**config.mk**
```make
export PLATFORM = sky130hd
export DESIGN_NAME = flash_sr_device_flat
export DESIGN_NICKNAME = d
export VERILOG_FILES = /design/src/core/flash_sr_pkg.sv /design/src/core/flash_link_if.sv /design/src/core/flash_sr_device.sv /design/src/flat_wrapper.sv
export SDC_FILE = /design/constraint.sdc
export NUM_CORES = 1
export LEC_CHECK = 0
export BUFFER_PORTS_ARGS = -buffer_cell sky130_fd_sc_hd__buf_2
export CAP_MARGIN = 15
export CORE_MARGIN = 3
export CORE_UTILIZATION = 57
export DETAILED_ROUTE_END_ITERATION = 6
export PLACE_DENSITY_LB_ADDON = 0.15
export REMOVE_ABC_BUFFERS = 1
export SLEW_MARGIN = 15
export SYNTH_ARGS = -nofsm -noshare
export SYNTH_HDL_FRONTEND = slang
export SYNTH_SLANG_ARGS = --single-unit
```
**constraint.sdc**
```tcl
create_clock -name core_clk -period 2.3 [get_ports core_clk]
set_input_delay 0.115 -clock core_clk [delete_from_list [all_inputs] [get_ports core_clk]]
set_output_delay 0.115 -clock core_clk [all_outputs]
set_load 0.02 [all_outputs]
```
**src/core/flash_sr_pkg.sv**
```systemverilog
/*
 Constants shared by the serial flash status-write device end and the
 SPI host end: command codes, status bit positions, reset values, host
 register offsets and link timing.
 Assumes both ends run on the same core_clk and meet in flash_link_if.
*/
// Functional notes
// RL1 - Reset enable clears at power-up; reset ignored
// RL2 - Reset command acts while enable is one
// RL3 - Enable kept across reset; only write changes
// RL4 - Byte two: bit4 enable, bit0 busy, rest zero
// RL5 - Second write touches only bit four
// RL6 - Host sends 01h then one data byte
// RL7 - First write: bit7 lock, bit2 protect only
// RL8 - Host sends write enable before first write
// RL9 - Extra bytes after first write are dropped
// RL10 - Release after valid first write updates, clears latch
// RL11 - Short or misaligned first write aborts, clears latch
// RL12 - Protection change depends on lock and pin
// RL13 - Pin asserted: lock only rises, else ignored
// RL14 - Host sends 31h then one data byte
// RL15 - Second write: bit4 is new enable
// RL16 - Only second write changes reset enable
// RL17 - Host sends write enable before second write
// RL18 - Release after valid second write updates, clears latch
// RL19 - Short or misaligned second write keeps enable
// RL20 - Extra bytes after second write are dropped
// RL21 - Latch clear refuses both status writes
// RL22 - First byte writable only at bits seven, two
// RL23 - MSB first, sampled on rising clock, select low
package flash_sr_pkg;

    // Command codes
    localparam logic [7:0] OP_WRITE_STATUS1 = 8'h01;
    localparam logic [7:0] OP_WRITE_STATUS2 = 8'h31;
    localparam logic [7:0] OP_WRITE_ENABLE  = 8'h06;
    localparam logic [7:0] OP_WRITE_DISABLE = 8'h04;
    localparam logic [7:0] OP_RESET         = 8'hF0;

    // Status bit positions
    localparam int LOCK_BIT    = 7;
    localparam int PROTECT_BIT = 2;
    localparam int RCE_BIT     = 4;
    localparam int BUSY_BIT    = 0;

    // Reset values
    localparam logic       LOCK_RESET    = 1'b0;
    localparam logic       PROTECT_RESET = 1'b0;
    localparam logic       LATCH_RESET   = 1'b0;
    localparam logic       RCE_RESET     = 1'b0;
    localparam logic [3:0] PIN_RESET     = 4'hC;

    // Host register offsets and control fields
    localparam logic [3:0] ADDR_SHIFT_DATA = 4'h0;
    localparam logic [3:0] ADDR_CONTROL    = 4'h4;
    localparam logic [3:0] ADDR_STATUS     = 4'h8;
    localparam int         CTRL_COUNT_LSB  = 0;
    localparam int         CTRL_COUNT_W    = 6;
    localparam int         CTRL_START_BIT  = 8;
    localparam logic [5:0] MAX_BITS        = 6'h20;

    // Link timing in core_clk cycles per half serial clock
    localparam int SCK_HALF_CYCLES = 4;
    localparam int SCK_HALF_MIN    = 4;
    localparam int SCK_HALF_MAX    = 255;

endpackage

```
**src/core/flash_link_if.sv**
```systemverilog
/*
 Serial link between the SPI host end and the flash device end.
 Assumes one core_clk for both ends; the device samples these lines as pins.
*/
`timescale 1ns/1ps
interface flash_link_if;
    logic cs_n;
    logic sck;
    logic si;

    modport host   (output cs_n, output sck, output si);
    modport device (input cs_n, input sck, input si);
endinterface

```
**src/core/flash_sr_device.sv**
```systemverilog
/*
 Device end: status-register write logic of a serial flash.
 Decodes write enable/disable, both status writes and the reset command
 from the serial link and holds lock, protect, latch and reset enable.
 Assumes link and write-protect pins are asynchronous to core_clk and
 that busy_in comes from logic on core_clk.
*/
`timescale 1ns/1ps
module flash_sr_device
    import flash_sr_pkg::*;
(
    // Clock and reset
    input  wire logic       core_clk,
    input  wire logic       reset_n,
    // Serial link
    flash_link_if.device    link,
    // Pins and core state
    input  wire logic       wp_n,
    input  wire logic       busy_in,
    // Status view
    output logic            protect_lock,
    output logic            block_protect,
    output logic            write_enable_latch,
    output logic            reset_cmd_enable,
    output logic [7:0]      status_second_byte,
    output logic            reset_cmd_pulse
);

    logic [3:0] sync1_r;
    logic [3:0] sync2_r;
    logic [3:0] sync3_r;
    logic [3:0] pin_r;
    logic       sck_d_r;
    logic       cs_d_r;
    logic [7:0] shift_r;
    logic [7:0] shift_nxt;
    logic [2:0] bit_cnt_r;
    logic [1:0] byte_cnt_r;
    logic [7:0] opcode_r;
    logic [7:0] data_r;
    logic       lock_r;
    logic       protect_r;
    logic       latch_r;
    logic       rce_r;
    logic [7:0] stat2_r;
    logic       rst_pulse_r;

    logic wp_f;
    logic cs_f;
    logic sck_f;
    logic si_f;
    logic sck_rise;
    logic cs_rise;
    logic on_boundary;
    logic op_done;
    logic data_done;
    logic wsr1_ok;
    logic wsr2_ok;

    // A pin change is taken once the second and third stages agree
    always_ff @(posedge core_clk or negedge reset_n)
    begin
        if (!reset_n)
        begin
            sync1_r <= PIN_RESET;
            sync2_r <= PIN_RESET;
            sync3_r <= PIN_RESET;
            pin_r   <= PIN_RESET;
        end
        else
        begin
            sync1_r <= {wp_n, link.cs_n, link.sck, link.si};
            sync2_r <= sync1_r;
            sync3_r <= sync2_r;
            pin_r   <= (sync2_r & sync3_r) | (pin_r & (sync2_r | sync3_r));
        end
    end

    assign wp_f  = pin_r[3];
    assign cs_f  = pin_r[2];
    assign sck_f = pin_r[1];
    assign si_f  = pin_r[0];

    always_ff @(posedge core_clk or negedge reset_n)
    begin
        if (!reset_n)
        begin
            sck_d_r <= 1'b0;
            cs_d_r  <= 1'b1;
        end
        else
        begin
            sck_d_r <= sck_f;
            cs_d_r  <= cs_f;
        end
    end

    assign sck_rise  = sck_f & ~sck_d_r & ~cs_f; // see RL23
    assign cs_rise   = cs_f & ~cs_d_r;
    assign shift_nxt = {shift_r[6:0], si_f}; // see RL23

    // Frame counters clear while select is high; evaluation at the
    // release edge still sees the counts of the frame just ended.
    always_ff @(posedge core_clk or negedge reset_n)
    begin
        if (!reset_n)
        begin
            shift_r    <= 8'h00;
            bit_cnt_r  <= 3'h0;
            byte_cnt_r <= 2'h0;
            opcode_r   <= 8'h00;
            data_r     <= 8'h00;
        end
        else if (cs_f)
        begin
            bit_cnt_r  <= 3'h0;
            byte_cnt_r <= 2'h0;
        end
        else if (sck_rise)
        begin
            shift_r   <= shift_nxt;
            bit_cnt_r <= bit_cnt_r + 3'h1;
            if (bit_cnt_r == 3'h7)
            begin
                if (byte_cnt_r == 2'h0)
                    opcode_r <= shift_nxt;
                if (byte_cnt_r == 2'h1)
                    data_r <= shift_nxt;
                // Counting stops at two, so later bytes are dropped
                if (byte_cnt_r != 2'h2)
                    byte_cnt_r <= byte_cnt_r + 2'h1; // see RL9, RL20
            end
        end
    end

    assign on_boundary = (bit_cnt_r == 3'h0);
    assign op_done     = (byte_cnt_r != 2'h0);
    assign data_done   = (byte_cnt_r == 2'h2) & on_boundary; // see RL11, RL19
    assign wsr1_ok = cs_rise & latch_r & data_done
                   & (opcode_r == OP_WRITE_STATUS1); // see RL10, RL21
    assign wsr2_ok = cs_rise & latch_r & data_done
                   & (opcode_r == OP_WRITE_STATUS2); // see RL18, RL21

    // Write-enable latch; an incomplete opcode leaves it alone
    always_ff @(posedge core_clk or negedge reset_n)
    begin
        if (!reset_n)
            latch_r <= LATCH_RESET;
        else if (cs_rise && op_done)
        begin
            case (opcode_r)
                OP_WRITE_ENABLE:
                    if (on_boundary)
                        latch_r <= 1'b1;
                OP_WRITE_DISABLE:
                    if (on_boundary)
                        latch_r <= 1'b0;
                OP_WRITE_STATUS1,
                OP_WRITE_STATUS2:
                    latch_r <= 1'b0; // see RL10, RL11, RL13, RL18, RL19
                OP_RESET:
                    if (on_boundary && rce_r)
                        latch_r <= 1'b0; // see RL2
                default:
                    latch_r <= latch_r;
            endcase
        end
    end

    // With the pin asserted and lock held, lock cannot fall and protect
    // is frozen, so the whole write is dropped.
    always_ff @(posedge core_clk or negedge reset_n)
    begin
        if (!reset_n)
        begin
            lock_r    <= LOCK_RESET;
            protect_r <= PROTECT_RESET;
        end
        else if (wsr1_ok && !(!wp_f && lock_r)) // see RL12, RL13
        begin
            lock_r    <= data_r[LOCK_BIT]; // see RL7, RL22
            protect_r <= data_r[PROTECT_BIT]; // see RL7, RL22
        end
    end

    // Reset enable changes through the second status write alone
    always_ff @(posedge core_clk or negedge reset_n)
    begin
        if (!reset_n)
            rce_r <= RCE_RESET; // see RL1
        else if (wsr2_ok)
            rce_r <= data_r[RCE_BIT]; // see RL15, RL16, RL3, RL5
    end

    always_ff @(posedge core_clk or negedge reset_n)
    begin
        if (!reset_n)
            rst_pulse_r <= 1'b0;
        else
            rst_pulse_r <= cs_rise & op_done & on_boundary & rce_r
                         & (opcode_r == OP_RESET); // see RL1, RL2
    end

    // Reserved bits, bit 3 among them, read as zero
    always_ff @(posedge core_clk or negedge reset_n)
    begin
        if (!reset_n)
            stat2_r <= 8'h00;
        else
        begin
            stat2_r           <= 8'h00; // see RL4
            stat2_r[RCE_BIT]  <= rce_r;
            stat2_r[BUSY_BIT] <= busy_in; // see RL4
        end
    end

    assign protect_lock       = lock_r;
    assign block_protect      = protect_r;
    assign write_enable_latch = latch_r;
    assign reset_cmd_enable   = rce_r;
    assign status_second_byte = stat2_r;
    assign reset_cmd_pulse    = rst_pulse_r;

endmodule

```
**src/flat_wrapper.sv**
```systemverilog
// flat-port wrapper written by rule: the top's interface ports become plain ports
module flash_sr_device_flat import flash_sr_pkg::*;
  (core_clk, reset_n, wp_n, busy_in, protect_lock, block_protect, write_enable_latch, reset_cmd_enable, status_second_byte, reset_cmd_pulse, link_cs_n, link_sck, link_si);
  flash_link_if link_i ();
  input  wire logic core_clk;
  input  wire logic reset_n;
  input  wire logic wp_n;
  input  wire logic busy_in;
  output logic protect_lock;
  output logic block_protect;
  output logic write_enable_latch;
  output logic reset_cmd_enable;
  output logic [7:0] status_second_byte;
  output logic reset_cmd_pulse;
  input wire logic [$bits(link_i.cs_n)-1:0] link_cs_n;
  input wire logic [$bits(link_i.sck)-1:0] link_sck;
  input wire logic [$bits(link_i.si)-1:0] link_si;
  assign link_i.cs_n = link_cs_n;
  assign link_i.sck = link_sck;
  assign link_i.si = link_si;
  flash_sr_device u_core (.core_clk(core_clk), .reset_n(reset_n), .link(link_i), .wp_n(wp_n), .busy_in(busy_in), .protect_lock(protect_lock), .block_protect(block_protect), .write_enable_latch(write_enable_latch), .reset_cmd_enable(reset_cmd_enable), .status_second_byte(status_second_byte), .reset_cmd_pulse(reset_cmd_pulse));
endmodule
```
== After elaboration in Yosys (flattened, before gate mapping) ==
Index checks and enable logic that the tools add are counted.

* Multiplexer cells: 10
* Equality and inequality tests: 12
* Bitwise operators: 19
* Reductions and logical operators: 19
* Add/sub/neg operators: 2

{| class="wikitable"
|+ Operators by type and width
! cell !! number
|-
| 8-bit by 3-bit == test with 1-bit output, second input constant || 2
|-
| 1-bit AND || 12
|-
| 4-bit AND || 2
|-
| 8-bit by 1-bit == test with 1-bit output, second input constant || 1
|-
| 8-bit by 6-bit == test with 1-bit output, second input constant || 1
|-
| 8-bit == test, second input constant || 1
|-
| 2-bit two-way mux || 4
|-
| 4-bit OR || 2
|-
| 4-bit AND reduction || 2
|-
| 2-bit nonzero test || 4
|-
| 3-bit two-way mux || 2
|-
| 2-bit by 1-bit inequality test with 1-bit output, second input constant || 3
|-
| 5-bit AND reduction || 1
|-
| 1-bit logical AND || 4
|-
| 1-bit one-hot mux with 4 select lines || 1
|-
| 4-bit nonzero test || 1
|-
| 3-bit by 1-bit adder with 3-bit output, second input constant || 1
|-
| 3-bit == test, second input constant || 1
|-
| 3-bit zero test || 1
|-
| 1-bit two-way mux || 3
|-
| 1-bit NOT || 3
|-
| 3-bit AND reduction || 1
|-
| 2-bit by 1-bit adder with 2-bit output, second input constant || 1
|-
| 2-bit by 1-bit == test with 1-bit output, second input constant || 1
|-
| 6 further kinds || 7
|}

* Register bits after elaboration: 53
* Bits of input ports: 7
* Logic and storage cells: 79

== Depth between registers and ports, before layout ==
* Depth in word-level cells: 6
* Gate-level depth with buffers: 6
* Mapped depth without buffers: 6

== Least setup slack after synthesis ==
OpenSTA, ideal clock, no wires.

* Kind: register -> register
* Start point: register u_core.pin_r[2]
* End point: register u_core.protect_r, in the netlist u_core.block_protect
* Clock period less this slack: 1,795 ps
* Setup time: 125 ps
* Arrival: 1,671 ps
* Path buffers: 1
* Setup slack: 505 ps
* Stages on the path, launching flop included: 6
* Cells stage by stage: dfstp_2 -> clkbuf_1 -> nor4bb_1 -> nand4_1 -> a21oi_1 -> mux2_2

* Cells in the longest elaborated chain, start to end: 5

{| class="wikitable"
|+ Ends and longest elaborated chain
! element !! line !! RTL
|-
| start: declaration || flash_sr_device.sv:32 || <nowiki>logic [3:0] pin_r;</nowiki>
|-
| start signal: assignment || flash_sr_device.sv:75 || <nowiki>pin_r <= (sync2_r & sync3_r) | (pin_r & (sync2_r | sync3_r));</nowiki>
|-
| 1-bit AND || flash_sr_device.sv:99 || <nowiki>assign cs_rise = cs_f & ~cs_d_r;</nowiki>
|-
| 1-bit AND (2 in series) || flash_sr_device.sv:139 || <nowiki>assign wsr1_ok = cs_rise & latch_r & data_done</nowiki>
|-
| 1-bit AND || flash_sr_device.sv:140 || <nowiki>& (opcode_r == OP_WRITE_STATUS1);</nowiki>
|-
| 1-bit logical AND || flash_sr_device.sv:179 || <nowiki>else if (wsr1_ok && !(!wp_f && lock_r))</nowiki>
|-
| end signal: assignment || flash_sr_device.sv:182 || <nowiki>protect_r <= data_r[PROTECT_BIT];</nowiki>
|-
| end: declaration || flash_sr_device.sv:42 || <nowiki>logic protect_r;</nowiki>
|}

No other way between the ends.
A chain may end at the register's enable or synchronous reset.

== Final worst setup path ==
* Start point: register u_core.bit_cnt_r[0]
* End point: register u_core.protect_r, in the netlist u_core.block_protect

* Cells in the longest elaborated chain, start to end: 5

{| class="wikitable"
|+ Ends and longest elaborated chain
! element !! line !! RTL
|-
| start: declaration || flash_sr_device.sv:37 || <nowiki>logic [2:0] bit_cnt_r;</nowiki>
|-
| start signal: assignment || flash_sr_device.sv:122 || <nowiki>bit_cnt_r <= bit_cnt_r + 3'h1;</nowiki>
|-
| 3-bit zero test || flash_sr_device.sv:136 || <nowiki>assign on_boundary = (bit_cnt_r == 3'h0);</nowiki>
|-
| 1-bit AND || flash_sr_device.sv:138 || <nowiki>assign data_done = (byte_cnt_r == 2'h2) & on_boundary;</nowiki>
|-
| 1-bit AND || flash_sr_device.sv:139 ||
|-
| 1-bit AND || flash_sr_device.sv:140 ||
|-
| 1-bit logical AND || flash_sr_device.sv:179 ||
|}

No other way between the ends.

==> metrics.md <==
| Metric | Value |
|---|---|
| VDD IR max | `0.000476 V` |
| CTS clock-pin slew for the worst setup and hold paths | `0.13 ns` |
| Worst setup EP type | `register` |
| Synth async-reset ratio | `100%` |
| Vias | `1125` |
| F_max | `0.527 GHz` |
| Area leader, netlist | `dfrtp_1` |
| Largest net degree at the start of global routing | `33` |
| Core area | `0.00315 sq mm` |
| P_int | `1.30 mW` |
| Initial antenna violation count | `0` |
| RSZ-0062 raised after global routing | `no` |
| 1st-iter DRT viols | `63` |
| Register Area | `0.00121 sq mm` |
| Fin Setup TNS | `0 ns` |
| WP data arrival | `2.16 ns` |
| # IOs | `20` |
| Register area share after synthesis | `62.8%` |
| HP Class | `in2async` |
| Design Area, Final | `0.00219 sq mm` |
| Psw | `378 uW` |
| GR Overflow Total | `0` |
| Ys flop type | `dfrtp_1` |
| Pwr Density | `769 mW/mm^2` |
| Clock power share | `32.1%` |
| DIE AREA | `0.00412 sq mm` |
| CP max stage delay | `0.40 ns` |
| FF+latch count, synth | `48` |
| Num rows | `20` |
| Cell variety after synth | `34` |
| IO Port Bufs | `13` |
| Max Slew Vio Count | `0` |
| Sequential power share | `59.2%` |
| Placer Congestion | `0.836` |
| Clock Tree Buf Depth | `2` |
| Initial core utilization | `61.2%` |
| Die X | `64.2 um` |
| Final nets | `176` |
| GRT Resource Usage Total | `17.3%` |
| Clock latency at the later pin of the worst-skew pair | `0.35 ns` |
| Via density | `5.41` |
| Combinational share of power | `8.7%` |
| Post-Syn Area | `0.00193 sq mm` |
| Required time of the critical path | `2.56 ns` |
| Most frequent cell after synthesis | `dfrtp_1` |
| DP Area | `0.00203 sq mm` |
| Clock skew | `0.00737 ns` |
| Avg WL per Cell | `14.8 um` |
| Clock root buffer | `clkbuf_4` |
| Max cap viols | `0` |
| Critical path class | `reg2reg` |
| Antenna cell count | `0` |
| HPWL Detailed | `2150 um` |
| Warnings from Yosys | `0` |
| Syn_area_per_cell | `14.0 sq um` |
| Status | `finished, final reports clean` |
| Antenna Nets Post-Route | `0` |
| Worst Path Buf+Inv | `1` |
| Synth top cells by count | `dfrtp_1, mux2_2, dfstp_2` |
| Share of cells above drive strength 1 | `32.9%` |
| Minimum clock period | `1.90 ns` |
| Num CTS Buffers | `5` |
| Multi-input gate area | `661 sq um` |
| Number of global-route vias before repair | `1196` |
| Final setup vio count | `0` |
| Crit path max-delay family | `simple AND/OR/NAND/NOR gates` |
| Slowest cell on crit path | `dfrtp_1` |
| Top cells by area, synth | `dfrtp_1, dfstp_2, mux2_2` |
| Hold Slack | `0.192 ns` |
| Syn Inst Count | `138` |
| Drt first pass iters | `4` |
| Clk sink count | `48` |
| Filler Cell Count | `237` |
| Max FO, Critical Path | `3` |
| Final period utilization | `82.5%` |
| Fin. Hold Viols | `0` |
| Sw Share | `22.5%` |
| Die H | `64.2 um` |
| CTS tree | `built` |
| Post-synth EDFFs | `0` |
| Area delta synth->final | `13.3%` |
| First-pass GRT wire length | `5490 um` |
| Routed wire length | `3070 um` |
| Cells along the critical path | `inv_1, ha_1, nor4bb_1, nand4_1, a21oi_1, mux2_2` |
| Top cell type's share of synthesized area | `50.6%` |
| Crit start category | `register` |
| H-tree levels | `2` |
| Drt drc | `0` |
| Pleak | `1.04 nW` |
==> state kept, by name, summed over array words and instances (netlist names), 3 cells and up <==
signal and cells:
u_core.bit_cnt_r 3, u_core.data_r 3, u_core.opcode_r 8, u_core.pin_r 4, u_core.shift_r 7, u_core.sync1_r 4, u_core.sync2_r 4, u_core.sync3_r 4
==> placed cells by master, fill, tap and decap left out, drive strengths merged, types with 4 or more instances in the layout <==
master        n
ha            6
inv           6
dlygate4sd3   6
clkbuf        7
buf          15
mux2         20
conb          6
nor3b         4
dfstp         9
maj3          4
nor2          7
dfrtp        39
==> path summary, 6_finish.rpt <==
path | slack [ns] | end | from | cells after the start
max | 0.40 | u_core.block_protect$_DFFE_PN0P_ | u_core.bit_cnt_r[0]$_DFFE_PN0P_ | 6
min | 0.19 | u_core.status_second_byte[4]$_DFF_PN0_ | reset_n | 2
max reg2reg | 0.40 | u_core.block_protect$_DFFE_PN0P_ | u_core.bit_cnt_r[0]$_DFFE_PN0P_ | 6
min reg2reg | 0.37 | u_core.sync2_r[2]$_DFF_PN1_ | u_core.sync1_r[2]$_DFF_PN1_ | 0
max in group asynchronous | 1.35 | u_core.sync2_r[3]$_DFF_PN1_ | reset_n | 3
min in group core_clk | 0.37 | u_core.sync2_r[2]$_DFF_PN1_ | u_core.sync1_r[2]$_DFF_PN1_ | 0
==> kinds of logic (layout without fill, tap and decap cells) <==
kind of cell	count (synthesis)	in the layout	share of synthesized area (%)
compound gates	8	8	2.72
xor+xnor	3	3	1.36
fa+ha+maj	10	10	5.97
buf+inv	14	35	3.89
flops	48	48	62.8
mux	23	23	13.2
other cells	1	6	0.194
simple gates	31	31	9.79
==> metal layers <==
| layer | up-vias | wire length, um | GRT usage, % |
|---|---|---|---|
| met4 | 0 | 42 | 7.12 |
| met2 | 27 | 1570 | 27.6 |
| met5 | - | 0 | 0 |
| met1 | 572 | 1350 | 22.9 |
| met3 | 5 | 115 | 3.69 |
| li1 | 521 | - | - |
==> final cells by class <==
class                   instances  area share (%)
repair buffers                 21            6.41
multi-input cells              81            30.2
inverters                       6            1.03
clock buffers                   7            2.98
well taps                      44            2.52
clock inverters                 1            1.37
flip-flops and latches         48            55.5
==> timing repair <==
item | CTS | global route
setup buffers | 0 | 0
resized for setup | 0 | 0
hold buffers | 6 | 0
endpoints found under the hold margin | 21 | 0
==> per-stage QoR <==
stage          total power, mW  instances  setup slack [ns]  utilization (%)
2_1_floorplan             1.09        135             0.600                -
3_3_place_gp              1.14        194             0.512             64.4
3_5_place_dp              1.16        194             0.381             64.4
4_1_cts                   1.70        208             0.384             69.3
5_1_grt                   1.77        208             0.217             69.3
6_report                  1.68        208             0.402             69.3
==> power groups by stage <==
stage               clock (mW)  sequential (mW)  combinational [mW]
CTS                      0.555            0.998               0.150
global placement             0             1.01               0.135
floorplan                    0            0.991               0.101
detailed placement           0             1.01               0.141
finish                   0.539            0.996               0.147
global route             0.593             1.01               0.165
Power figures use the tool's default switching activity.
